File: config.mk
export PLATFORM = sky130hd
export DESIGN_NAME = sink_frl_link_training_status
export DESIGN_NICKNAME = d
export VERILOG_FILES = /design/src/verilog/sink_frl_link_training_status.v
export VERILOG_INCLUDE_DIRS = /design/src /design/src/verilog
export SDC_FILE = /design/constraint.sdc
export NUM_CORES = 1
export LEC_CHECK = 0
export BUFFER_PORTS_ARGS = -buffer_cell sky130_fd_sc_hd__buf_4
export CELL_PAD_IN_SITES_DETAIL_PLACEMENT = 2
export CELL_PAD_IN_SITES_GLOBAL_PLACEMENT = 2
export CORE_MARGIN = 2
export CORE_UTILIZATION = 35
export CTS_BUF_LIST = sky130_fd_sc_hd__clkbuf_16
export DETAILED_ROUTE_END_ITERATION = 7
export PLACE_DENSITY_LB_ADDON = 0.1
export SLEW_MARGIN = 20
export SYNTH_ARGS = -nofsm -noshare
export SYNTH_HDL_FRONTEND = slang
export SYNTH_SLANG_ARGS = --single-unit
File: constraint.sdc
create_clock -name ref_clk_i -period 7.7 [get_ports ref_clk_i]
set_input_delay 0.385 -clock ref_clk_i [delete_from_list [all_inputs] [get_ports ref_clk_i]]
set_output_delay 0.385 -clock ref_clk_i [all_outputs]
set_load 0.05 [all_outputs]
File: src/verilog/sink_frl_map.vh
// Purpose: Offsets, fields, resets and timing of the link training port
// Assumes: 40 MHz management clock
// Notes: Register offsets are byte addresses of 32-bit words
`ifndef SINK_FRL_MAP_VH
`define SINK_FRL_MAP_VH
`define CLK_KHZ 40000
`define HPD_DELAY_MS 1000
// One second of management clock, sized to the hot-plug counter
`define HPD_DELAY_CYC 26'd40000000
`define HPD_CNT_W 26
`define SPAN_3LANE 10'h2a8
`define SPAN_4LANE 10'h1fe
`define SPAN_W 10
`define LOCK_REPEAT 2'h3
`define LTP_FIXED 16'h5678
`define LTP_FFE_REQ 16'heeee
`define LTP_RATE_REQ 16'hffff
`define LTP_RESET 16'h0000
`define RATE_OFF 4'h0
`define RATE_MAX 4'h6
`define RATE_3L_LAST 4'h2
`define FLT_READY_BIT 6
`define SRC_CFG_MASK 8'hee
`define ADDR_W 8
`define REG_CTRL 8'h00
`define REG_RATE 8'h04
`define REG_STATUS 8'h08
`define REG_FLAGS 8'h0c
`define REG_SRC_CFG 8'h10
`define REG_IRQ_STAT 8'h14
`define REG_IRQ_MASK 8'h18
`define CTRL_LTP_EN 0
`define CTRL_START_SET 1
`define CTRL_UPD_CLR 2
`define IRQ_W 5
`define IRQ_LOCK_UP 0
`define IRQ_LOCK_DOWN 1
`define IRQ_HPD 2
`define IRQ_FLT_READY 3
`define IRQ_LTP_CHG 4
`endif

File: src/verilog/sink_frl_link_training_status.v
// Purpose: Fixed-rate link training control and status port of a sink
// Assumes: Lane marker strobes and training inputs are on ref_clk_i
// Notes: Register port reads back one cycle after the read strobe
// Behaviour
// [RULE_01] Mode output is 0 for DVI, 1 for HDMI.
// [RULE_02] Outside logic supplies four-bit max equalizer level, config bits 7:4.
// [RULE_03] Four-bit rate code: 0 off, 1-2 three lanes, 3-6 four lanes.
// [RULE_04] Four-bit vector, one lock flag per lane.
// [RULE_05] Three lanes: lock after marker plus 680 periods, thrice; lane 3 clear.
// [RULE_06] Four lanes: lock after marker plus 510 periods, three times.
// [RULE_07] Training request drives status flag bytes 0x41 and 0x42.
// [RULE_08] Request nibbles map lane by lane onto the two flag bytes.
// [RULE_09] Controller sets request to zero to let training pass.
// [RULE_10] Request input disabled by default; fixed 0x5678 requested then.
// [RULE_11] Equalizer change pattern 0xEEEE is never passed on.
// [RULE_12] No autonomous rate change; pattern 0xFFFF is never passed on.
// [RULE_13] Training ready sets flag 0x40 bit 6, clears start, sets update.
// [RULE_14] Source test config follows byte 0x35; bits 4 and 0 reserved.
// [RULE_15] Hot-plug status drives a dedicated output for the connector.
// [RULE_16] Hot-plug low after reset or without 5 V; high 1 s after 5 V.
// [RULE_17] All outputs on the management clock, inactive after reset; flags 0x41 and 0x42 reset to the fixed 0x5678 here.
//
// The implementer's own choices: the register addresses and strobed register access.
`timescale 1ns/10ps
`include "sink_frl_map.vh"
module sink_frl_link_training_status #(
    parameter [`HPD_CNT_W-1:0] HPD_DELAY_CYCLES = `HPD_DELAY_CYC
) (
    // Clock and reset
    input wire ref_clk_i,
    input wire srst_i,
    // Register port
    input wire [`ADDR_W-1:0] addr_i,
    input wire [31:0] wdata_i,
    input wire wr_i,
    input wire rd_i,
    output reg [31:0] rdata_o,
    output wire irq_o,
    // Pins from outside the clock domain
    input wire power_5v_present_i,
    input wire hdmi_detect_i,
    // Lane character strobes
    input wire [3:0] char_valid_i,
    input wire [3:0] scrambler_reset_char_i,
    input wire [3:0] start_super_block_char_i,
    // Training control inputs
    input wire [3:0] transmit_equalizer_i,
    input wire [15:0] ltp_req_i,
    input wire flt_ready_i,
    input wire [7:0] src_test_config_i,
    // Status outputs
    output reg mode_o,
    output reg [3:0] frl_rate_o,
    output wire [3:0] frl_locked_o,
    output reg [7:0] status_flag_40_o,
    output reg [7:0] status_flag_41_o,
    output reg [7:0] status_flag_42_o,
    output reg frl_start_o,
    output reg flt_update_o,
    output reg hpd_o
);

    function four_lane;
        input [3:0] rate;
        begin
            four_lane = (rate > `RATE_3L_LAST);
        end
    endfunction

    function rejected_ltp;
        input [15:0] req;
        begin
            rejected_ltp = (req == `LTP_FFE_REQ) || (req == `LTP_RATE_REQ);
        end
    endfunction

    wire wr_ctrl = wr_i && (addr_i == `REG_CTRL);
    wire wr_rate = wr_i && (addr_i == `REG_RATE);
    wire wr_mask = wr_i && (addr_i == `REG_IRQ_MASK);
    wire rd_irq = rd_i && (addr_i == `REG_IRQ_STAT);

    // Two-stage synchronisers for the pin inputs
    reg pwr_s1_q;
    reg pwr_s2_q;
    reg mode_s1_q;
    reg mode_s2_q;
    always @(posedge ref_clk_i) begin
        if (srst_i) begin
            pwr_s1_q <= 1'b0;
            pwr_s2_q <= 1'b0;
            mode_s1_q <= 1'b0;
            mode_s2_q <= 1'b0;
        end else begin
            pwr_s1_q <= power_5v_present_i;
            pwr_s2_q <= pwr_s1_q;
            mode_s1_q <= hdmi_detect_i;
            mode_s2_q <= mode_s1_q;
        end
    end

    always @(posedge ref_clk_i) begin
        if (srst_i) begin
            mode_o <= 1'b0;
        end else begin
            mode_o <= mode_s2_q; // see [RULE_01]
        end
    end

    // Hot-plug delay: restart the count whenever 5 V drops
    reg [`HPD_CNT_W-1:0] hpd_cnt_q;
    always @(posedge ref_clk_i) begin
        if (srst_i) begin
            hpd_cnt_q <= {`HPD_CNT_W{1'b0}};
            hpd_o <= 1'b0;
        end else if (!pwr_s2_q) begin
            hpd_cnt_q <= {`HPD_CNT_W{1'b0}};
            hpd_o <= 1'b0; // see [RULE_16]
        end else if (hpd_cnt_q < HPD_DELAY_CYCLES - 1'b1) begin
            hpd_cnt_q <= hpd_cnt_q + 1'b1;
        end else begin
            hpd_o <= 1'b1; // see [RULE_15] see [RULE_16]
        end
    end

    // Control, rate and interrupt mask registers
    reg ltp_en_q;
    reg [`IRQ_W-1:0] irq_mask_q;
    always @(posedge ref_clk_i) begin
        if (srst_i) begin
            ltp_en_q <= 1'b0; // see [RULE_10]
            frl_rate_o <= `RATE_OFF;
            irq_mask_q <= {`IRQ_W{1'b0}};
        end else begin
            if (wr_ctrl) begin
                ltp_en_q <= wdata_i[`CTRL_LTP_EN];
            end
            // Only software moves the rate; out-of-range codes are ignored
            if (wr_rate && (wdata_i[3:0] <= `RATE_MAX)) begin
                frl_rate_o <= wdata_i[3:0]; // see [RULE_03] see [RULE_12]
            end
            if (wr_mask) begin
                irq_mask_q <= wdata_i[`IRQ_W-1:0];
            end
        end
    end

    // Lane lock detection
    wire is_four = four_lane(frl_rate_o);
    wire [`SPAN_W-1:0] span = is_four ? `SPAN_4LANE : `SPAN_3LANE;
    wire rate_chg = wr_rate && (wdata_i[3:0] <= `RATE_MAX);
    wire [3:0] lock_q;
    genvar g;
    generate
        for (g = 0; g < 4; g = g + 1) begin : lane
            reg [`SPAN_W-1:0] per_q;
            reg [1:0] hits_q;
            reg locked_q;
            wire marker = char_valid_i[g] &&
                (scrambler_reset_char_i[g] || start_super_block_char_i[g]);
            wire active = (frl_rate_o != `RATE_OFF) && (is_four || (g != 3));
            always @(posedge ref_clk_i) begin
                if (srst_i || rate_chg || !active) begin
                    per_q <= {`SPAN_W{1'b0}};
                    hits_q <= 2'h0;
                    locked_q <= 1'b0; // see [RULE_05] see [RULE_17]
                end else if (marker) begin
                    per_q <= {`SPAN_W{1'b0}};
                    // A marker at the wrong spacing restarts the count
                    if (per_q == span) begin
                        if (hits_q != `LOCK_REPEAT) begin
                            hits_q <= hits_q + 1'b1;
                        end
                        if (hits_q == `LOCK_REPEAT - 1'b1) begin
                            locked_q <= 1'b1; // see [RULE_05] see [RULE_06]
                        end
                    end else begin
                        hits_q <= 2'h0;
                        locked_q <= 1'b0;
                    end
                end else if (char_valid_i[g] && (per_q <= span)) begin
                    per_q <= per_q + 1'b1;
                end
            end
            assign lock_q[g] = locked_q;
        end
    endgenerate
    assign frl_locked_o = lock_q; // see [RULE_04]

    // Training pattern request
    localparam [15:0] LTP_FIXED_W = `LTP_FIXED;
    wire [15:0] ltp_sel = ltp_en_q ? ltp_req_i : `LTP_FIXED;
    always @(posedge ref_clk_i) begin
        if (srst_i) begin
            status_flag_41_o <= LTP_FIXED_W[7:0];
            status_flag_42_o <= LTP_FIXED_W[15:8];
        end else if (!rejected_ltp(ltp_sel)) begin // see [RULE_11] see [RULE_12]
            // Zero passes straight through and ends training
            status_flag_42_o <= {ltp_sel[15:12], ltp_sel[11:8]}; // see [RULE_07] see [RULE_08]
            status_flag_41_o <= {ltp_sel[7:4], ltp_sel[3:0]}; // see [RULE_08] see [RULE_09]
        end
    end
    wire ltp_chg = !rejected_ltp(ltp_sel) &&
        ({status_flag_42_o, status_flag_41_o} != ltp_sel);

    // Training ready and update flags
    reg flt_ready_q;
    wire flt_rise = flt_ready_i && !flt_ready_q;
    always @(posedge ref_clk_i) begin
        if (srst_i) begin
            flt_ready_q <= 1'b0;
            status_flag_40_o <= 8'h00;
            frl_start_o <= 1'b0;
            flt_update_o <= 1'b0;
        end else begin
            flt_ready_q <= flt_ready_i;
            status_flag_40_o[`FLT_READY_BIT] <= flt_ready_i; // see [RULE_13]
            if (flt_rise) begin
                frl_start_o <= 1'b0; // see [RULE_13]
            end else if (wr_ctrl && wdata_i[`CTRL_START_SET]) begin
                frl_start_o <= 1'b1;
            end
            // Setting wins over a clear in the same cycle
            if (flt_rise) begin
                flt_update_o <= 1'b1; // see [RULE_13]
            end else if (wr_ctrl && wdata_i[`CTRL_UPD_CLR]) begin
                flt_update_o <= 1'b0;
            end
        end
    end

    // Source configuration captured for software
    reg [3:0] ffe_q;
    reg [7:0] src_cfg_q;
    always @(posedge ref_clk_i) begin
        if (srst_i) begin
            ffe_q <= 4'h0;
            src_cfg_q <= 8'h00;
        end else begin
            ffe_q <= transmit_equalizer_i; // see [RULE_02]
            src_cfg_q <= src_test_config_i & `SRC_CFG_MASK; // see [RULE_14]
        end
    end

    // Interrupt status, cleared by read; new events win over the clear
    reg [3:0] lock_prev_q;
    reg hpd_prev_q;
    reg [`IRQ_W-1:0] irq_stat_q;
    reg [`IRQ_W-1:0] irq_ev;
    always @* begin
        irq_ev = {`IRQ_W{1'b0}};
        irq_ev[`IRQ_LOCK_UP] = |(lock_q & ~lock_prev_q);
        irq_ev[`IRQ_LOCK_DOWN] = |(~lock_q & lock_prev_q);
        irq_ev[`IRQ_HPD] = hpd_o != hpd_prev_q;
        irq_ev[`IRQ_FLT_READY] = flt_rise;
        irq_ev[`IRQ_LTP_CHG] = ltp_chg;
    end
    always @(posedge ref_clk_i) begin
        if (srst_i) begin
            lock_prev_q <= 4'h0;
            hpd_prev_q <= 1'b0;
            irq_stat_q <= {`IRQ_W{1'b0}};
        end else begin
            lock_prev_q <= lock_q;
            hpd_prev_q <= hpd_o;
            irq_stat_q <= (rd_irq ? {`IRQ_W{1'b0}} : irq_stat_q) | irq_ev;
        end
    end
    assign irq_o = |(irq_stat_q & irq_mask_q);

    // Read data, valid in the cycle after the strobe
    reg [31:0] rd_d;
    always @* begin
        rd_d = 32'h0000_0000;
        case (addr_i)
            `REG_CTRL: rd_d[`CTRL_LTP_EN] = ltp_en_q;
            `REG_RATE: rd_d[3:0] = frl_rate_o;
            `REG_STATUS: rd_d[6:0] = {hpd_o, mode_o, pwr_s2_q, lock_q};
            `REG_FLAGS: rd_d[25:0] = {frl_start_o, flt_update_o,
                status_flag_42_o, status_flag_41_o, status_flag_40_o};
            `REG_SRC_CFG: rd_d[11:0] = {src_cfg_q, ffe_q};
            `REG_IRQ_STAT: rd_d[`IRQ_W-1:0] = irq_stat_q;
            `REG_IRQ_MASK: rd_d[`IRQ_W-1:0] = irq_mask_q;
            default: rd_d = 32'h0000_0000;
        endcase
    end
    always @(posedge ref_clk_i) begin
        if (srst_i) begin
            rdata_o <= 32'h0000_0000;
        end else if (rd_i) begin
            rdata_o <= rd_d;
        end else begin
            rdata_o <= 32'h0000_0000;
        end
    end

endmodule // sink_frl_link_training_status

* Word level (Yosys, flattened, before mapping)
Cells that the tools add are included.
** Cells by class
- Add/subtract/negate cells :: 9
- $lt $le $gt $ge :: 7
- Equal/unequal tests :: 30
- Multiplexer cells :: 26
- Bitwise gates (word level) :: 9
- Reductions and logical operators :: 52
** Operators with widths (number)
- 10-bit by 1-bit adder with 10-bit output, second input constant :: 4
- 10-bit equality test :: 4
- 10-bit <= comparator :: 4
- 16-bit equality test, second input constant :: 2
- 26-bit by 1-bit adder with 26-bit output, second input constant :: 1
- 26-bit < comparator, second input constant :: 1
- 8-bit by 5-bit equality test with 1-bit output, second input constant :: 3
- 1-bit logical AND :: 18
- 8-bit by 4-bit equality test with 1-bit output, second input constant :: 2
- 16-bit two-way mux :: 1
- 2-bit two-way mux :: 8
- 16-bit != test :: 1
- 2-bit by 1-bit != test with 1-bit output, second input constant :: 8
- 2-bit AND reduction :: 8
- 3-bit case mux with 5 select lines :: 1
- 2-bit OR reduction :: 7
- 1-bit two-way mux :: 10
- 10-bit two-way mux :: 1
- 5-bit case mux with 2 select lines :: 1
- 2-bit by 1-bit adder with 2-bit output, second input constant :: 4
- 4-bit bitwise AND :: 2
- 2-bit equality test, second input constant :: 4
- 8-bit by 3-bit equality test with 1-bit output, second input constant :: 1
- 8-bit logical NOT :: 1
- other kinds (19) :: 36
** Word-level totals
- Bits in registers :: 167
- Input port bits :: 87
- Output and inout bits :: 69

* Depth between registers and ports, before layout
- Word-level depth :: 6
- Mapped depth :: 10

* Worst setup path before layout
Ideal clock, no wire load.
- Path kind :: reg-to-reg
- Start point :: reg frl_rate_o[1]
- End point :: reg lane[2].per_q[1]
- Arrival :: 3971 ps
- Data required time :: 7573 ps
- Slack :: 3601 ps
- Cell stages (with the launch flop) :: 11
- Path buffers :: 1
- Cell sequence :: dfxtp_1 a211oi_1 inv_1 ha_1 and4_1 and4_1 and2_1 a31oi_1 clkbuf_1 mux2i_1 nor2_1
** On the way
- Cells in the longest elaborated chain, start to end :: 4
- Elaborated cells between the ends (all ways) :: 8
** Ends and longest elaborated chain
- from (decl) :: RTL line sink_frl_link_training_status.v:53 : output reg [3:0] frl_rate_o,
- from (signal assigned) :: RTL line sink_frl_link_training_status.v:131 : frl_rate_o <= `RATE_OFF;
- from (signal assigned) :: RTL line sink_frl_link_training_status.v:139 : frl_rate_o <= wdata_i[3:0];
- 4-bit by 2-bit > comparator with 1-bit output (no source line) or 4-bit nonzero test (tied branches)
- 10-bit two-way mux (no source line) or 1-bit logical NOT (tied branches)
- 10-bit <= comparator or 1-bit logical OR (tied branches) :: RTL line sink_frl_link_training_status.v:180, sink_frl_link_training_status.v:162
- 1-bit logical AND or 2-bit OR reduction (tied branches)
- to (signal assigned) :: RTL line sink_frl_link_training_status.v:163 : per_q <= {`SPAN_W{1'b0}};
- to (signal assigned) :: RTL line sink_frl_link_training_status.v:167 : per_q <= {`SPAN_W{1'b0}};
- to (signal assigned) :: RTL line sink_frl_link_training_status.v:181 : per_q <= per_q + 1'b1;
- to (decl) :: RTL line sink_frl_link_training_status.v:155 : reg [`SPAN_W-1:0] per_q;
Several ways; a longest one is shown, not always the timed one.
A chain may end at the register's enable or synchronous reset.

* Worst setup path in the final report
- Start point :: reg frl_rate_o[2]
- End point :: reg lane[3].per_q[9]
** On the way
- Cells in the longest elaborated chain, start to end :: 5
- Elaborated cells between the ends (all ways) :: 9
** Ends and longest elaborated chain (RTL line)
- parallel branches: the longest is 5 deep, another holds 10-bit <= comparator
- to (signal assigned) :: sink_frl_link_training_status.v:163
- to (signal assigned) :: sink_frl_link_training_status.v:167
- to (signal assigned) :: sink_frl_link_training_status.v:181
- to (decl) :: sink_frl_link_training_status.v:155
Several ways; the timed one is not identified.

==> results by group <==
STA
  – FMAX: 319 MHz
  – Finish-stage setup viols: 0
  – RSZ-0062 raised after global routing: no
  – Final min period: 3.14 ns
  – Worst-margin pin slew: 1.02 ns
  – Worst slew margin: 0.318
  – Final hold vios: 0
  – Final max-slew violation count: 0
  – Tcrit/Tclk final: 0.407
  – TNS Setup: 0 ns
  – Clock skew: 0.0130 ns

GRT
  – Tot GR Track Use: 0.201
  – Via count of the first global-routing pass: 7236
  – Largest net degree at the start of global routing: 46
  – Grt total ovfl: 0
  – First-pass GRT wire length: 38.1 mm
  – Initial antenna violation count: 0

Detailed routing
  – Vias: 6757
  – DRT iter0 DRCs: 213
  – DRC errors left: 0
  – Routed wire length: 23.0 mm
  – DRT antenna net count: 0
  – Pre-antenna DRT Iters: 5
  – Average routed wire per standard cell: 18.1 um
  – Vias per inst: 5.30

Power
  – Worst VDD drop: 0.122 mV
  – Cell area power density: 191 nW/um2
  – Leak: 3.51 nW

Synthesis
  – Post-synth top area share: 0.415
  – Number of flops mapped to enable cells by yosys: 0
  – Top area cells in the synthesized netlist: dfxtp_1, ha_1, nor2_1
  – Yosys top cell by area: dfxtp_1
  – Cell area after synthesis: 7670 um2
  – Cells after synthesis: 879
  – Ys flop type: dfxtp_1
  – Unique masters post-synth: 68
  – YS warnings: 0
  – Async SR Flop Fraction: 0
  – Syn avg cell area: 8.73 um2
  – FF+latch count, synth: 159
  – Seq/Total Area, Yosys: 0.415

Critical path
  – Req. time, crit path: 8.00 ns
  – Startpoint Class: flop
  – Crit-path max FO: 18
  – Critical Path Sink Type: flop
  – Critical path arrival: 3.44 ns
  – Critical path type: flop to flop
  – R2r setup slk: 4.56 ns

Clock network
  – Hold buffers post-CTS: 0
  – H-tree depth: 4
  – Clock tree sinks: 159
  – Number of post-CTS setup repair buffers: 0
  – Worst-path clk slew: 0.07 ns
  – CTS tree: built
  – Clock Path Buffers: 2
  – Post-cts sizing count: 0
  – CTS buffer count: 17
  – Clk_lat worst skew: 0.43 ns
  – Clock tree root driver cell: clkbuf_16

Final layout
  – Most frequent cells in the layout: dfxtp_1, buf_4, nor2_1, nand2_1, a21oi_1
  – Fin cells: 1274
  – Commonest non-fill, non-tap cell in the layout: dfxtp_1
  – Final Cell Area: 9290 um2
  – Area delta synth->final: 21.0%
  – Final Core Density: 0.428
  – Share of cells above drive strength 1: 0.173
  – Final net count: 1105
  – Antenna Diode Count: 0

Placement
  – Port Buffers: 113
  – Cells after DPL: 1242
  – Post-DP HPWL: 16.4 mm
  – Placed Area: 8690 um2
  – GPL Wtd Cong: 0.788

Floorplan
  – FP Rows: 54
  – Chip height: 152 um
  – Initial core utilization: 0.354
  – Die X: 152 um
  – Top Ports: 156
  – Die area: 23100 um2
  – Area of the core: 21700 um2

Worst hold path
  – Hold Crit Class: primary input to flop

Flow run
  – Maxcap violations: 0

Run status
  – Status: completed
## sequential cells by signal, summed over array words and instances, names as in the netlist, 6 cells and up
name	cells
lane.per_q	40
hpd_cnt_q	26
rdata_o	26
lane.hits_q	8
status_flag_41_o	8
status_flag_42_o	8
src_cfg_q	6
## per-layer routing
metal	global-route usage	vias up	part of all wire
met5	0	-	0
met4	0.0472	0	0.0080
met3	0.0351	14	0.023
met2	0.363	90	0.51
met1	0.250	3352	0.46
li1	-	3301	-
## cells by family (layout without fill, tap and decap cells)
| kind of cell | after synthesis | after routing | share of synthesized area |
|---|---|---|---|
| AOI/OAI and AO/OA | 163 | 163 | 0.140 |
| xor gates and xnor gates | 48 | 48 | 0.0548 |
| adders and majority gates | 37 | 37 | 0.0603 |
| buffers and inverters | 82 | 185 | 0.0514 |
| DFF | 159 | 159 | 0.415 |
| muxes | 19 | 19 | 0.0248 |
| other | 1 | 13 | 0.000489 |
| and+or+nand+nor | 370 | 370 | 0.253 |
## stage by stage
stage | worst slack [ns] | total power [W] | hold slack, ns
5_1_grt | 4.32 | 0.00184 | 0.153
2_1_floorplan | 3.60 | 0.000898 | 0.401
3_3_place_gp | 4.30 | 0.000934 | 0.411
3_5_place_dp | 4.19 | 0.000935 | 0.428
4_1_cts | 4.17 | 0.00180 | 0.159
6_report | 4.56 | 0.00177 | 0.179
## final timing paths
check | start | endpoint | cells past startpoint
worst max-delay path | frl_rate_o[2]$_SDFFE_PP0P_ | lane[3].per_q[9]$_SDFFE_PP0P_ | 10
worst min-delay path | src_test_config_i[6] | src_cfg_q[6]$_SDFF_PP0_ | 2
worst max register to register | frl_rate_o[2]$_SDFFE_PP0P_ | lane[3].per_q[9]$_SDFFE_PP0P_ | 10
worst min register to register | mode_s1_q$_SDFF_PP0_ | mode_s2_q$_SDFF_PP0_ | 1
## report_power, final
group,leakage [nW],switching [W],internal [W]
combinational,1.95,0.0000559,0.0000308
sequential,1.29,0.00000266,0.000827
clock,0.272,0.000374,0.000482
## Yosys cell counts (all sizes together) (5+ instances only)
cell type  count
and3          16
nand3         38
nor2b         26
a32oi          6
ha            37
clkbuf        23
a21oi         50
and2          17
nand4         22
a211oi         5
o22ai          8
nor3          19
o31ai          8
dfxtp        159
buf           22
nor4          13
or3           14
inv           37
a31oi          6
nor3b          5
or4           10
nor2         104
o21ai         32
a22oi          6
a31o           8
nand2         61
o211a          6
and4           8
mux2i         19
xor2          30
xnor2         18
a22o           5
## critical path, cell delays in order, from the launching register on
cell and delay (ns):
dfxtp_1 0.37, a211oi_2 0.21, buf_4 0.30, inv_1 0.26, ha_1 0.39, nand4_1 0.12, nor3_1 0.33, o221ai_2 0.32
nor4_1 0.44, xnor2_1 0.18, nor2_1 0.07
## cell type report
cell class	count	area (um2)
clock inverters	15	164
well taps	280	350
flip-flops and latches	159	3180
clock buffers	17	425
fillers	2432	12400
multi-input cells	650	4150
inverters	37	139
repair buffers	116	871
Note: power is estimated with default switching activity, not from simulation.
